==> config.mk <==
export PLATFORM = sky130hd
export DESIGN_NAME = mse_mains_eval
export DESIGN_NICKNAME = d
export VERILOG_FILES = /design/src/mse_mains_eval.v
export VERILOG_INCLUDE_DIRS = /design/src /design/src/src
export SDC_FILE = /design/constraint.sdc
export NUM_CORES = 2
export LEC_CHECK = 0
export BUFFER_PORTS_ARGS = -buffer_cell sky130_fd_sc_hd__buf_2
export CORE_ASPECT_RATIO = 1.25
export CORE_MARGIN = 2
export CORE_UTILIZATION = 59
export DETAILED_ROUTE_END_ITERATION = 12
export GPL_TIMING_DRIVEN = 0
export PLACE_DENSITY_LB_ADDON = 0.05
export SKIP_LAST_GASP = 1
export SYNTH_ARGS = -nofsm -noshare
export SYNTH_HDL_FRONTEND = slang
export SYNTH_SLANG_ARGS = --single-unit
==> constraint.sdc <==
create_clock -name clk_i -period 14 [get_ports clk_i]
set_clock_uncertainty 0.05 [all_clocks]
set_input_delay 0.7 -clock clk_i [delete_from_list [all_inputs] [get_ports clk_i]]
set_output_delay 0.7 -clock clk_i [all_outputs]
set_load 0.005 [all_outputs]
==> src/mse_defs.vh <==
// Register map, field positions, reset values and timing counts of the mains status evaluator.
// Assumes a 100 MHz system clock and an APB bus with 32-bit data.
`ifndef MSE_DEFS_VH
`define MSE_DEFS_VH

`define MSE_CLK_NS        10
`define MSE_TICK_NS       1000000
`define MSE_TICK_CYC      (`MSE_TICK_NS / `MSE_CLK_NS)

`define MSE_OFF_CTRL      8'h00
`define MSE_OFF_VRATED    8'h04
`define MSE_OFF_ASYM      8'h08
`define MSE_OFF_VPRES     8'h0C
`define MSE_OFF_VLIM      8'h10
`define MSE_OFF_FPRES     8'h14
`define MSE_OFF_FLIM      8'h18
`define MSE_OFF_DLY       8'h1C
`define MSE_OFF_STATUS    8'h20
`define MSE_OFF_IRQ_STAT  8'h24
`define MSE_OFF_IRQ_EN    8'h28
`define MSE_OFF_IRQ_CLR   8'h2C

`define MSE_CTRL_PH_LSB   0
`define MSE_CTRL_ROT_LSB  2
`define MSE_CTRL_OPT0     4
`define MSE_CTRL_OPT1     5
`define MSE_CTRL_LOG      6
`define MSE_CTRL_EXT      7

`define MSE_RST_CTRL      8'h03
`define MSE_RST_VRATED    16'h0190
`define MSE_RST_ASYM      10'h064
`define MSE_RST_VPRES     32'h000A_0050
`define MSE_RST_VLIM      32'h01B8_0140
`define MSE_RST_FPRES     32'h007D_03E8
`define MSE_RST_FLIM      32'h157C_1194
`define MSE_RST_DLY       32'h0001_000A

`define MSE_PCT_SCALE     26'h00003E8

`define MSE_ST_ABSENT     2'h0
`define MSE_ST_LOW        2'h1
`define MSE_ST_OK         2'h2
`define MSE_ST_HIGH       2'h3

`endif

==> src/mse_mains_eval.v <==
// Mains status evaluator: per-phase bands, global status, presence/absence delays, events, APB registers.
// Assumes measurement inputs synchronous to clk_i and already scaled to volts and hundredths of hertz.
//
// The register addresses and the APB interface to the registers were decided locally.
`timescale 1ns/1ns
`default_nettype none
`include "mse_defs.vh"

module mse_mains_eval #(
  parameter integer TICK_CYCLES = `MSE_TICK_CYC,
  parameter integer VW          = 16
) (
  input  wire          clk_i,
  input  wire          rst_n_i,
  input  wire          psel_i,
  input  wire          penable_i,
  input  wire          pwrite_i,
  input  wire [7:0]    paddr_i,
  input  wire [31:0]   pwdata_i,
  output wire [31:0]   prdata_o,
  output wire          pready_o,
  output wire          pslverr_o,
  input  wire [3*VW-1:0] volt_i,
  input  wire [VW-1:0] freq_i,
  input  wire          rot_cw_i,
  input  wire          external_mains_sensor_input,
  input  wire          mode_off_i,
  input  wire          mode_auto_i,
  input  wire          gen_feeding_i,
  output wire          mains_ok_output,
  output wire          flag_mains_present,
  output wire          flag_mains_bad_or_absent,
  output wire          flag_delay_to_good,
  output wire          flag_mains_good,
  output wire          flag_delay_to_bad,
  output wire          event_mains_lost,
  output wire          event_mains_out_of_tol,
  output wire          event_mains_in_tol,
  output wire          irq_o
);

  localparam [1:0] S_BAD = 2'h0;
  localparam [1:0] S_TO_GOOD = 2'h1;
  localparam [1:0] S_GOOD = 2'h2;
  localparam [1:0] S_TO_BAD = 2'h3;

  // Band with hysteresis: inside a hysteresis zone the previous band is kept
  function [1:0] band;
    input [1:0]    prev;
    input [VW-1:0] val;
    input [VW-1:0] pres;
    input [VW-1:0] hys;
    input [VW-1:0] lo;
    input [VW-1:0] hi;
    reg   [VW:0]   pres_lo;
    reg   [VW:0]   lo_hi;
    reg   [VW:0]   hi_lo;
    begin
      pres_lo = (pres > hys) ? {1'b0, pres - hys} : {(VW+1){1'b0}};
      lo_hi   = {1'b0, lo} + {1'b0, hys};
      hi_lo   = (hi > hys) ? {1'b0, hi - hys} : {(VW+1){1'b0}};
      if ({1'b0, val} < pres_lo)
        band = `MSE_ST_ABSENT;
      else if (val < pres)
        band = prev;
      else if (val < lo)
        band = `MSE_ST_LOW;
      else if ({1'b0, val} < lo_hi)
        band = prev;
      else if ({1'b0, val} <= hi_lo)
        band = `MSE_ST_OK;
      else if (val <= hi)
        band = prev;
      else
        band = `MSE_ST_HIGH;
    end
  endfunction

  function [VW-1:0] absdiff;
    input [VW-1:0] a;
    input [VW-1:0] b;
    begin
      absdiff = (a > b) ? a - b : b - a;
    end
  endfunction

  // Registers
  reg  [7:0]    ctrl_ff;
  reg  [15:0]   vrated_ff;
  reg  [9:0]    asym_ff;
  reg  [31:0]   vpres_ff;
  reg  [31:0]   vlim_ff;
  reg  [31:0]   fpres_ff;
  reg  [31:0]   flim_ff;
  reg  [31:0]   dly_ff;
  reg  [2:0]    irq_stat_ff;
  reg  [2:0]    irq_en_ff;
  reg  [31:0]   prdata_ff;
  reg  [2*3-1:0] vband_ff;
  reg  [1:0]    fband_ff;
  reg  [1:0]    state_ff;
  reg  [15:0]   dcnt_ff;
  reg  [31:0]   tick_cnt_ff;
  reg  [1:0]    class_ff;
  reg  [2:0]    evt_ff;

  reg  [2*3-1:0] nxt_vband;
  reg  [1:0]    nxt_fband;
  reg  [1:0]    int_st;
  reg  [1:0]    glob_st;
  reg  [2:0]    act;
  reg           all_abs;
  reg           all_ok;
  reg           any_high;
  reg  [VW-1:0] dmax;
  reg  [1:0]    nxt_state;
  reg  [15:0]   nxt_dcnt;
  reg  [1:0]    nxt_class;
  reg  [31:0]   rd_mux;
  reg           rd_hit;
  integer       i, j;

  wire          multi_ph = (ctrl_ff[`MSE_CTRL_PH_LSB +: 2] >= 2'h2);
  wire [1:0]    rot_req  = ctrl_ff[`MSE_CTRL_ROT_LSB +: 2];
  wire          tick     = (tick_cnt_ff == TICK_CYCLES - 1);
  wire [25:0]   asym_lhs = dmax * `MSE_PCT_SCALE;
  wire [25:0]   asym_rhs = {10'h000, vrated_ff} * {16'h0000, asym_ff};
  wire          asym_bad = multi_ph && (asym_ff != 10'h000) && (asym_lhs > asym_rhs);
  wire          rot_bad  = multi_ph && (((rot_req == 2'h1) && !rot_cw_i) ||
                                        ((rot_req == 2'h2) && rot_cw_i));
  wire          acc      = psel_i && penable_i;
  wire          wr       = acc && pwrite_i;

  // Per-phase voltage bands and frequency band
  always @* begin
    for (i = 0; i < 3; i = i + 1) begin
      nxt_vband[2*i +: 2] = band(vband_ff[2*i +: 2], volt_i[VW*i +: VW], vpres_ff[15:0], vpres_ff[31:16],
                                 vlim_ff[15:0], vlim_ff[31:16]);
    end
    nxt_fband = band(fband_ff, freq_i, fpres_ff[15:0], fpres_ff[31:16], flim_ff[15:0], flim_ff[31:16]);
  end

  // Global status
  always @* begin
    case (ctrl_ff[`MSE_CTRL_PH_LSB +: 2])
      2'h2:    act = 3'b011;
      2'h3:    act = 3'b111;
      default: act = 3'b001;
    endcase
    all_abs  = (fband_ff == `MSE_ST_ABSENT);
    all_ok   = (fband_ff == `MSE_ST_OK);
    any_high = (fband_ff == `MSE_ST_HIGH);
    for (j = 0; j < 3; j = j + 1) begin
      if (act[j]) begin
        all_abs  = all_abs && (vband_ff[2*j +: 2] == `MSE_ST_ABSENT);
        all_ok   = all_ok && (vband_ff[2*j +: 2] == `MSE_ST_OK);
        any_high = any_high || (vband_ff[2*j +: 2] == `MSE_ST_HIGH);
      end
    end
    dmax = absdiff(volt_i[0 +: VW], volt_i[VW +: VW]);
    if (act[2] && (absdiff(volt_i[VW +: VW], volt_i[2*VW +: VW]) > dmax))
      dmax = absdiff(volt_i[VW +: VW], volt_i[2*VW +: VW]);
    if (act[2] && (absdiff(volt_i[0 +: VW], volt_i[2*VW +: VW]) > dmax))
      dmax = absdiff(volt_i[0 +: VW], volt_i[2*VW +: VW]);
    if (all_abs)
      int_st = `MSE_ST_ABSENT;
    else if (all_ok)
      int_st = (asym_bad || rot_bad) ? `MSE_ST_LOW : `MSE_ST_OK;
    else if (any_high)
      int_st = `MSE_ST_HIGH;
    else
      int_st = `MSE_ST_LOW;
    if (ctrl_ff[`MSE_CTRL_EXT])
      glob_st = external_mains_sensor_input ? `MSE_ST_OK : `MSE_ST_ABSENT;
    else if (vrated_ff == 16'h0000)
      glob_st = `MSE_ST_ABSENT;
    else
      glob_st = int_st;
  end

  // Presence and absence delay machine
  wire use_pres = mode_off_i ? ctrl_ff[`MSE_CTRL_OPT0] :
                  mode_auto_i ? (gen_feeding_i || ctrl_ff[`MSE_CTRL_OPT1]) : 1'b1;
  wire [15:0] pres_dly = use_pres ? dly_ff[15:0] : 16'h0000;
  wire        good_now = (glob_st == `MSE_ST_OK);

  always @* begin
    nxt_state = state_ff;
    nxt_dcnt  = dcnt_ff;
    case (state_ff)
      S_BAD: begin
        if (good_now) begin
          nxt_state = (pres_dly == 16'h0000) ? S_GOOD : S_TO_GOOD;
          nxt_dcnt  = pres_dly;
        end
      end
      S_TO_GOOD: begin
        if (!good_now)
          nxt_state = S_BAD;
        else if (pres_dly == 16'h0000 || (tick && dcnt_ff <= 16'h0001))
          nxt_state = S_GOOD;
        else if (tick)
          nxt_dcnt = dcnt_ff - 16'h0001;
      end
      S_GOOD: begin
        if (!good_now) begin
          nxt_state = (dly_ff[31:16] == 16'h0000) ? S_BAD : S_TO_BAD;
          nxt_dcnt  = dly_ff[31:16];
        end
      end
      S_TO_BAD: begin
        if (good_now)
          nxt_state = S_GOOD;
        else if (tick && dcnt_ff <= 16'h0001)
          nxt_state = S_BAD;
        else if (tick)
          nxt_dcnt = dcnt_ff - 16'h0001;
      end
      default: nxt_state = S_BAD;
    endcase
    if (nxt_state == S_GOOD || nxt_state == S_TO_BAD)
      nxt_class = `MSE_ST_OK;
    else if (glob_st == `MSE_ST_ABSENT)
      nxt_class = `MSE_ST_ABSENT;
    else
      nxt_class = `MSE_ST_LOW;
  end

  // Register read mux
  always @* begin
    rd_hit = 1'b1;
    case (paddr_i)
      `MSE_OFF_CTRL:     rd_mux = {24'h000000, ctrl_ff};
      `MSE_OFF_VRATED:   rd_mux = {16'h0000, vrated_ff};
      `MSE_OFF_ASYM:     rd_mux = {22'h000000, asym_ff};
      `MSE_OFF_VPRES:    rd_mux = vpres_ff;
      `MSE_OFF_VLIM:     rd_mux = vlim_ff;
      `MSE_OFF_FPRES:    rd_mux = fpres_ff;
      `MSE_OFF_FLIM:     rd_mux = flim_ff;
      `MSE_OFF_DLY:      rd_mux = dly_ff;
      `MSE_OFF_STATUS:   rd_mux = {20'h00000, rot_bad, asym_bad, mains_ok_output, flag_delay_to_bad,
                                   flag_mains_good, flag_delay_to_good, flag_mains_bad_or_absent,
                                   flag_mains_present, state_ff, glob_st};
      `MSE_OFF_IRQ_STAT: rd_mux = {29'h00000000, irq_stat_ff};
      `MSE_OFF_IRQ_EN:   rd_mux = {29'h00000000, irq_en_ff};
      `MSE_OFF_IRQ_CLR:  rd_mux = 32'h00000000;
      default: begin
        rd_mux = 32'h00000000;
        rd_hit = 1'b0;
      end
    endcase
  end

  always @(posedge clk_i) begin
    if (!rst_n_i) begin
      ctrl_ff     <= `MSE_RST_CTRL;
      vrated_ff   <= `MSE_RST_VRATED;
      asym_ff     <= `MSE_RST_ASYM;
      vpres_ff    <= `MSE_RST_VPRES;
      vlim_ff     <= `MSE_RST_VLIM;
      fpres_ff    <= `MSE_RST_FPRES;
      flim_ff     <= `MSE_RST_FLIM;
      dly_ff      <= `MSE_RST_DLY;
      irq_stat_ff <= 3'h0;
      irq_en_ff   <= 3'h0;
      prdata_ff   <= 32'h00000000;
      vband_ff    <= 6'h00;
      fband_ff    <= `MSE_ST_ABSENT;
      state_ff    <= S_BAD;
      dcnt_ff     <= 16'h0000;
      tick_cnt_ff <= 32'h00000000;
      class_ff    <= `MSE_ST_ABSENT;
      evt_ff      <= 3'h0;
    end else begin
      if (psel_i && !penable_i)
        prdata_ff <= rd_mux;
      if (wr) begin
        case (paddr_i)
          `MSE_OFF_CTRL:    ctrl_ff   <= pwdata_i[7:0];
          `MSE_OFF_VRATED:  vrated_ff <= pwdata_i[15:0];
          `MSE_OFF_ASYM:    asym_ff   <= pwdata_i[9:0];
          `MSE_OFF_VPRES:   vpres_ff  <= pwdata_i;
          `MSE_OFF_VLIM:    vlim_ff   <= pwdata_i;
          `MSE_OFF_FPRES:   fpres_ff  <= pwdata_i;
          `MSE_OFF_FLIM:    flim_ff   <= pwdata_i;
          `MSE_OFF_DLY:     dly_ff    <= pwdata_i;
          `MSE_OFF_IRQ_EN:  irq_en_ff <= pwdata_i[2:0];
          default: ;
        endcase
      end
      // New events win over a clear in the same cycle
      irq_stat_ff <= (irq_stat_ff & ~((wr && paddr_i == `MSE_OFF_IRQ_CLR) ? pwdata_i[2:0] : 3'h0)) | evt_ff;
      vband_ff    <= nxt_vband;
      fband_ff    <= nxt_fband;
      state_ff    <= nxt_state;
      dcnt_ff     <= nxt_dcnt;
      tick_cnt_ff <= tick ? 32'h00000000 : tick_cnt_ff + 32'h00000001;
      class_ff    <= nxt_class;
      evt_ff      <= 3'h0;
      if (ctrl_ff[`MSE_CTRL_LOG] && nxt_class != class_ff) begin
        evt_ff[0] <= (nxt_class == `MSE_ST_ABSENT);
        evt_ff[1] <= (nxt_class == `MSE_ST_LOW);
        evt_ff[2] <= (nxt_class == `MSE_ST_OK);
      end
    end
  end

  assign prdata_o  = prdata_ff;
  assign pready_o  = 1'b1;
  assign pslverr_o = acc && !rd_hit;
  assign flag_mains_present       = (glob_st != `MSE_ST_ABSENT);
  assign flag_mains_bad_or_absent = (state_ff == S_BAD) || (state_ff == S_TO_GOOD);
  assign flag_delay_to_good       = (state_ff == S_TO_GOOD);
  assign flag_mains_good          = (state_ff == S_GOOD) || (state_ff == S_TO_BAD);
  assign flag_delay_to_bad        = (state_ff == S_TO_BAD);
  assign mains_ok_output          = flag_mains_good;
  assign event_mains_lost       = evt_ff[0];
  assign event_mains_out_of_tol = evt_ff[1];
  assign event_mains_in_tol     = evt_ff[2];
  assign irq_o                  = |(irq_stat_ff & irq_en_ff);
endmodule // mse_mains_eval
`default_nettype wire

# == Word level (Yosys, flattened, before mapping) ==
# Index checks and enable logic that the tools add are counted.
# word_totals
output_inout_bits,44
regBits,295
elab_cells,263
# classes
n_lt_le_gt_ge,36
n_mul,2
muxes,67
bitwise,9
eq_ne,47
add_sub_neg,14
reduce_logical,68
# ops
operator,n
$pmux 32 s11,1
$mux 16,17
$lt 16x16->1,10
$sub 16x16->16,10
$gt 16x16->1,9
$lt 16x17->1,6
$le 16x16->1,6
$mux 2,32
$pmux 16 s4,1
$logic_not 16->1,3
$add 16x16->17,2
$eq 2x2->1 const B,17
$le 16x17->1,2
$add 32x1->32 const B,1
$eq 32x17->1 const B,1
$eq 8x5->1 const B,4
$eq 8x6->1 const B,4
$gt 26x26->1,1
$mul 16x10->26,1
$mul 16x7->23 const B,1
$logic_and 1x1->1,20
$reduce_and 2->1,10
$ne 2x2->1 const B,9
$eq 8x4->1 const B,2
other kinds (27),73

# == Depth between registers and ports, before layout ==
# depth
word_depth,26
depth_mapped,66
mapped_depth_nobuf,59

# == Worst setup path before layout ==
# Ideal clock, no wire load.
# synth_path
path_kind,input -> register
from,in volt_i[16]
to,reg dcnt_ff[10]
path_stages,64
t_arrival_ns,13.346
path_slack_ns,0.535
setup_ns,0.069
path_cell_list,inv_1 ha_1 inv_1 fa_1 a21oi_1 o22ai_1 o21a_1 o211ai_2 buf_2 buf_4 a211oi_1 a21oi_1 xnor2_1 inv_1 ha_1 nand2_1 nor2_1 a2111oi_0 (+28 left out) a21oi_1 o22ai_1 o21a_1 a21o_1 a21oi_1 xnor2_1 ha_1 nand4_1 nor2_1 a221oi_1 o21a_1 o221ai_1 a21o_1 nor4_2 a211oi_4 nand2b_2 buf_4 o21ai_1
# synth_between
elab_chain_len,20
elab_cells_between_ends,29
# synth_lines
element,line_no,source
from (decl),mse_mains_eval.v:23,"input wire [3*VW-1:0] volt_i,"
$sub 16x16->16 or $gt 16x16->1 (tied branches),mse_mains_eval.v:83,absdiff = (a > b) ? a - b : b - a;
$mux 16,mse_mains_eval.v:83,
$gt 16x16->1,mse_mains_eval.v:161,"if (act[2] && (absdiff(volt_i[VW +: VW], volt_i[2*VW +: VW]) > dmax))"
$logic_and 1x1->1,mse_mains_eval.v:161,
$mux 16 (*),mse_mains_eval.v:161,
$gt 16x16->1,mse_mains_eval.v:163,"if (act[2] && (absdiff(volt_i[0 +: VW], volt_i[2*VW +: VW]) > dmax))"
$logic_and 1x1->1,mse_mains_eval.v:163,
$mux 16 (*),mse_mains_eval.v:163,
(+4 left out),--,
$mux 2 (no source line) (*),--,
$mux 2 (*),mse_mains_eval.v:167,else if (all_ok)
$mux 2 (*),mse_mains_eval.v:165,if (all_abs)
$mux 2 (*),mse_mains_eval.v:175,else if (vrated_ff == 16'h0000)
$mux 2 (*),mse_mains_eval.v:173,if (ctrl_ff[`MSE_CTRL_EXT])
$eq 2x2->1 (no source line) (*),--,
$ne 2x2->1 (no source line) or $ne 2x1->1 (tied branches),--,
$reduce_and 6->1 (no source line) (*),--,
to (signal assigned),mse_mains_eval.v:296,dcnt_ff <= nxt_dcnt;
to (decl),mse_mains_eval.v:102,reg [15:0] dcnt_ff;
# Mark *: on every way between the ends. The rest lies on a longest branch, timed or not.
# A chain may end at the register's enable or synchronous reset.

# == Worst setup path after layout ==
# layout_path
from,in volt_i[3]
to,reg evt_ff[0]
# layout_between
elab_chain_len,26
elab_cells_between_ends,39
# layout_lines
element,line_no,source
$sub 16x16->16 or $gt 16x16->1 (tied branches),mse_mains_eval.v:83,
$mux 16,mse_mains_eval.v:83,
$gt 16x16->1,mse_mains_eval.v:161,
$logic_and 1x1->1,mse_mains_eval.v:161,
$mux 16,mse_mains_eval.v:161,
$gt 16x16->1,mse_mains_eval.v:163,
$logic_and 1x1->1,mse_mains_eval.v:163,
$mux 16 (*),mse_mains_eval.v:163,
(+10 left out),--,
"$mux 2, on equally long branches",--,
$pmux 2 s4,mse_mains_eval.v:190,case (state_ff)
$eq 2x2->1,mse_mains_eval.v:221,if (nxt_state == S_GOOD || nxt_state == S_TO_BAD)
$logic_or 1x1->1,mse_mains_eval.v:221,
$mux 2 (*),mse_mains_eval.v:221,
$ne 2x2->1,mse_mains_eval.v:300,if (ctrl_ff[`MSE_CTRL_LOG] && nxt_class != class_ff) begin
$logic_and 1x1->1,mse_mains_eval.v:300,
$reduce_and 2->1 (no source line),--,
to (signal assigned),mse_mains_eval.v:301,evt_ff[0] <= (nxt_class == `MSE_ST_ABSENT);
to (decl),mse_mains_eval.v:105,reg [2:0] evt_ff;
# Marked as above.

==> metrics.cfg <==
[critical_path]
worst_ep_required_time_ns = 14.44
rrSetupSlack_ns = 2.98
critical_path_class = primary input to register
setup.worst_path.start_class = primary input
max_fo_critical_path = 10
critical_path.endpoint_type = register
critical_path_arrival_ns = 14.07
timing.critical_path.slowest_cell_delay_ns = 0.54
cp_slowest_cell = fa_1
worst_path_most_repeated_cell = o21a_1

[sta]
finalHoldViolCount = 0
clock.fmax_ghz = 0.0733
post-route-worst-setup-slack_ns = 0.363
slew_violations = 0
report.final.setup_viol = 0
slew_headroom = 0.0553
timing_worst_slew_pin_value_ns = 1.41
period_needed_ns = 13.64
finalCritPeriodShare = 0.974

[logic_synthesis]
post_synth_inst_count = 4911
synth-seq-area-share = 0.152
mapped_nets = 5929
total_of_flip_flops_plus_latches_after_synthesis = 295
netlist-cell-type-count = 90
synth-edff-count = 0
post_synthesis_instance_area_mm2 = 0.0388
synth_flop_cell = dfxtp_1
syn_avg_cell_area_um2 = 7.90
postSynth.asyncResetShare = 0
yosysWarningCount = 0

[routing]
routed_wirelength_um = 152000
remaining_antenna_violation_count = 0
drt_iter0_drc = 3497
drt_drc_violations_left = 0
via_to_cell_ratio = 6.43
detail_route.wl_per_cell_um = 25.4
drt_first_pass_iters = 6
num_vias = 38500

[global_route]
grt_max_degree = 17
number_of_global_route_vias_before_repair = 37900
grt_pass1_wl_um = 226000
grt_use_total = 0.442
globalRouteOverflowTotal = 0
antenna_found_initial = 2

[final_layout]
layout-area-overhead-vs-synth_pct = 9.34
filler_cell_count = 6072
drive_above_1_share = 0.0720
post_layout_nonfiller_instances = 5996
design.final.nets = 6135

[die]
floorplan_die_height_um = 291
ios = 158
row_count = 105
die_x_extent_um = 233
initial_utilization = 0.593
design.die.area_mm2 = 0.0679
core_ar_mm2 = 0.0654

[place]
placed_cells = 5915
place_worst_setup_slack_ns = -3.08
globalplace.congestion = 1.07
detailedPlacementHpwl_um = 121000
numPortBuffers = 148

[cts]
cts_made_buffers = 28
cts_max_level = 1
cts_sinks = 295
worst_skew_pair.late_latency_ns = 0.61
clock_tree_from_tritoncts = yes
cts.clk_slew.worst_paths_ns = 0.07
root_buffer = clkbuf_16
clockBufferDepth = 3

[hold_path]
hold_path_class = primary input to register

[status]
status = complete, no violations

[run]
max_cap_violations = 0

==> cells by family after synthesis <==
logic type / count (synthesis) / synth area share
simple gates: 1510 / 0.181
flops: 295 / 0.152
fa+ha+maj: 904 / 0.325
compound gates: 1325 / 0.221
other cells: 1 / 0.0000966
mux: 60 / 0.0162
xor+xnor: 189 / 0.0426
buf+inv: 627 / 0.0623
==> synth_stat cells (8+ instances only) <==
| master | number | area share |
|---|---|---|
| mux2i_1 | 42 | 0.011 |
| a21o_1 | 179 | 0.035 |
| a22o_1 | 10 | 0.0023 |
| xnor2_1 | 99 | 0.022 |
| o41ai_1 | 10 | 0.0023 |
| nand3_1 | 74 | 0.0095 |
| a2111oi_0 | 17 | 0.0038 |
| dfxtp_1 | 295 | 0.15 |
| nor3_1 | 63 | 0.0081 |
| inv_1 | 434 | 0.042 |
| and4_1 | 16 | 0.0036 |
| a21oi_1 | 479 | 0.062 |
| nand3b_1 | 9 | 0.0017 |
| a41oi_1 | 10 | 0.0023 |
| a221oi_1 | 22 | 0.0050 |
| a21boi_0 | 19 | 0.0037 |
| buf_4 | 10 | 0.0019 |
| o21bai_1 | 32 | 0.0062 |
| o21a_1 | 57 | 0.011 |
| a222oi_1 | 26 | 0.0067 |
| clkbuf_1 | 156 | 0.015 |
| or3_1 | 19 | 0.0031 |
| a31oi_1 | 44 | 0.0071 |
| buf_2 | 16 | 0.0021 |
| nand4_1 | 82 | 0.013 |
| nand2b_1 | 39 | 0.0063 |
| o21ai_0 | 180 | 0.023 |
| a211o_1 | 16 | 0.0036 |
| and3_1 | 38 | 0.0061 |
| ha_1 | 728 | 0.23 |
| o211ai_1 | 52 | 0.010 |
| nand2_1 | 708 | 0.068 |
| mux2_2 | 16 | 0.0046 |
| nor2_1 | 251 | 0.024 |
| xor2_1 | 90 | 0.020 |
| or4_1 | 14 | 0.0027 |
| or2_2 | 8 | 0.0013 |
| o31ai_1 | 17 | 0.0033 |
| nor2b_1 | 65 | 0.010 |
| a22oi_1 | 46 | 0.0089 |
| o22ai_1 | 13 | 0.0021 |
| and2_1 | 77 | 0.012 |
| a211oi_1 | 29 | 0.0056 |
| nor4_1 | 31 | 0.0050 |
| fa_1 | 176 | 0.091 |
==> worst paths after layout <==
kind | startpoint | cells past startpoint | end
max | volt_i[3] | 63 | evt_ff[0]
min | pwdata_i[29] | 3 | flim_ff[29]
max reg2reg | ctrl_ff[1] | 41 | evt_ff[0]
min reg2reg | evt_ff[0] | 2 | irq_stat_ff[0]
==> layer usage <==
layer / track usage / routed length, um
met3: 0.0811 / 12100
met1: 0.480 / 53500
met4: 0.411 / 17400
met5: 0 / 0
met2: 0.723 / 69100
==> what timing repair did <==
| action | CTS | global route |
|---|---|---|
| endpoints found under the setup margin | 26 | 26 |
| hold buffers | 0 | 0 |
| resized for setup | 54 | 84 |
| pin swaps | 5 | 28 |
| gates cloned | 0 | 0 |
| buffers inserted | 8 | 21 |
==> cell usage in the layout, fill, tap and decap left out, drive strengths merged, types with 41 or more instances in the layout <==
cell	Yosys	final
o211ai	53	53
a22oi	46	46
o21a	58	58
nand2	708	708
ha	728	728
inv	434	435
and2	77	77
xor2	90	90
fa	176	176
nand2b	41	41
clkbuf	162	197
o21ai	185	185
a31oi	44	44
nand3	74	74
dfxtp	295	295
a21o	179	179
nor2b	65	65
a21oi	480	480
nor2	251	251
nor3	63	63
nand4	82	82
buf	31	206
mux2i	42	42
xnor2	99	99
==> sequential cells by signal (all words and copies together) (netlist names) <==
register / flops
vband_ff: 6
band.prev: 2
prdata_o: 32
dcnt_ff: 16
vlim_ff: 32
state_ff: 2
irq_stat_ff: 3
evt_ff: 3
class_ff: 2
asym_ff: 10
vpres_ff: 32
fpres_ff: 32
tick_cnt_ff: 32
irq_en_ff: 3
ctrl_ff: 8
vrated_ff: 16
dly_ff: 32
flim_ff: 32
==> stage by stage <==
| step | instance area, um2 | hold slack (ns) | setup TNS, ns | util |
|---|---|---|---|---|
| global route | 42400 | 0.383 | -2.36 | 0.649 |
| finish | 42400 | 0.378 | 0 | 0.649 |
| floorplan | 38800 | 0.395 | 0 | - |
| CTS | 42000 | 0.363 | 0 | 0.642 |
| detailed placement | 40600 | 0.413 | -72.66 | 0.621 |
| global placement | 40600 | 0.399 | -68.85 | 0.621 |
==> critical path, delay by kind of cell <==
kind            cells  cell delay [ns]
compound gates     27             5.37
xor+xnor            2             0.34
mux                 2             0.54
buf+inv            10             1.50
simple gates       13             2.15
fa+ha+maj           9             3.44
==> area by class of cell <==
type	count	area (um2)	area share
Multi-Input combinational cell	3989	30900	0.729
Sequential cell	295	5910	0.139
Inverter	434	1640	0.0386
Tap cell	856	1070	0.0252
Timing Repair Buffer	177	1010	0.0238
Buffer	192	837	0.0197
Clock buffer	34	763	0.0180
Clock inverter	18	294	0.00693
Antenna cell	1	2.50	0.0000590
Power is left out: the tool's default activity adds up to more than one toggle a clock period on the data nets, which glitch-free logic cannot reach.
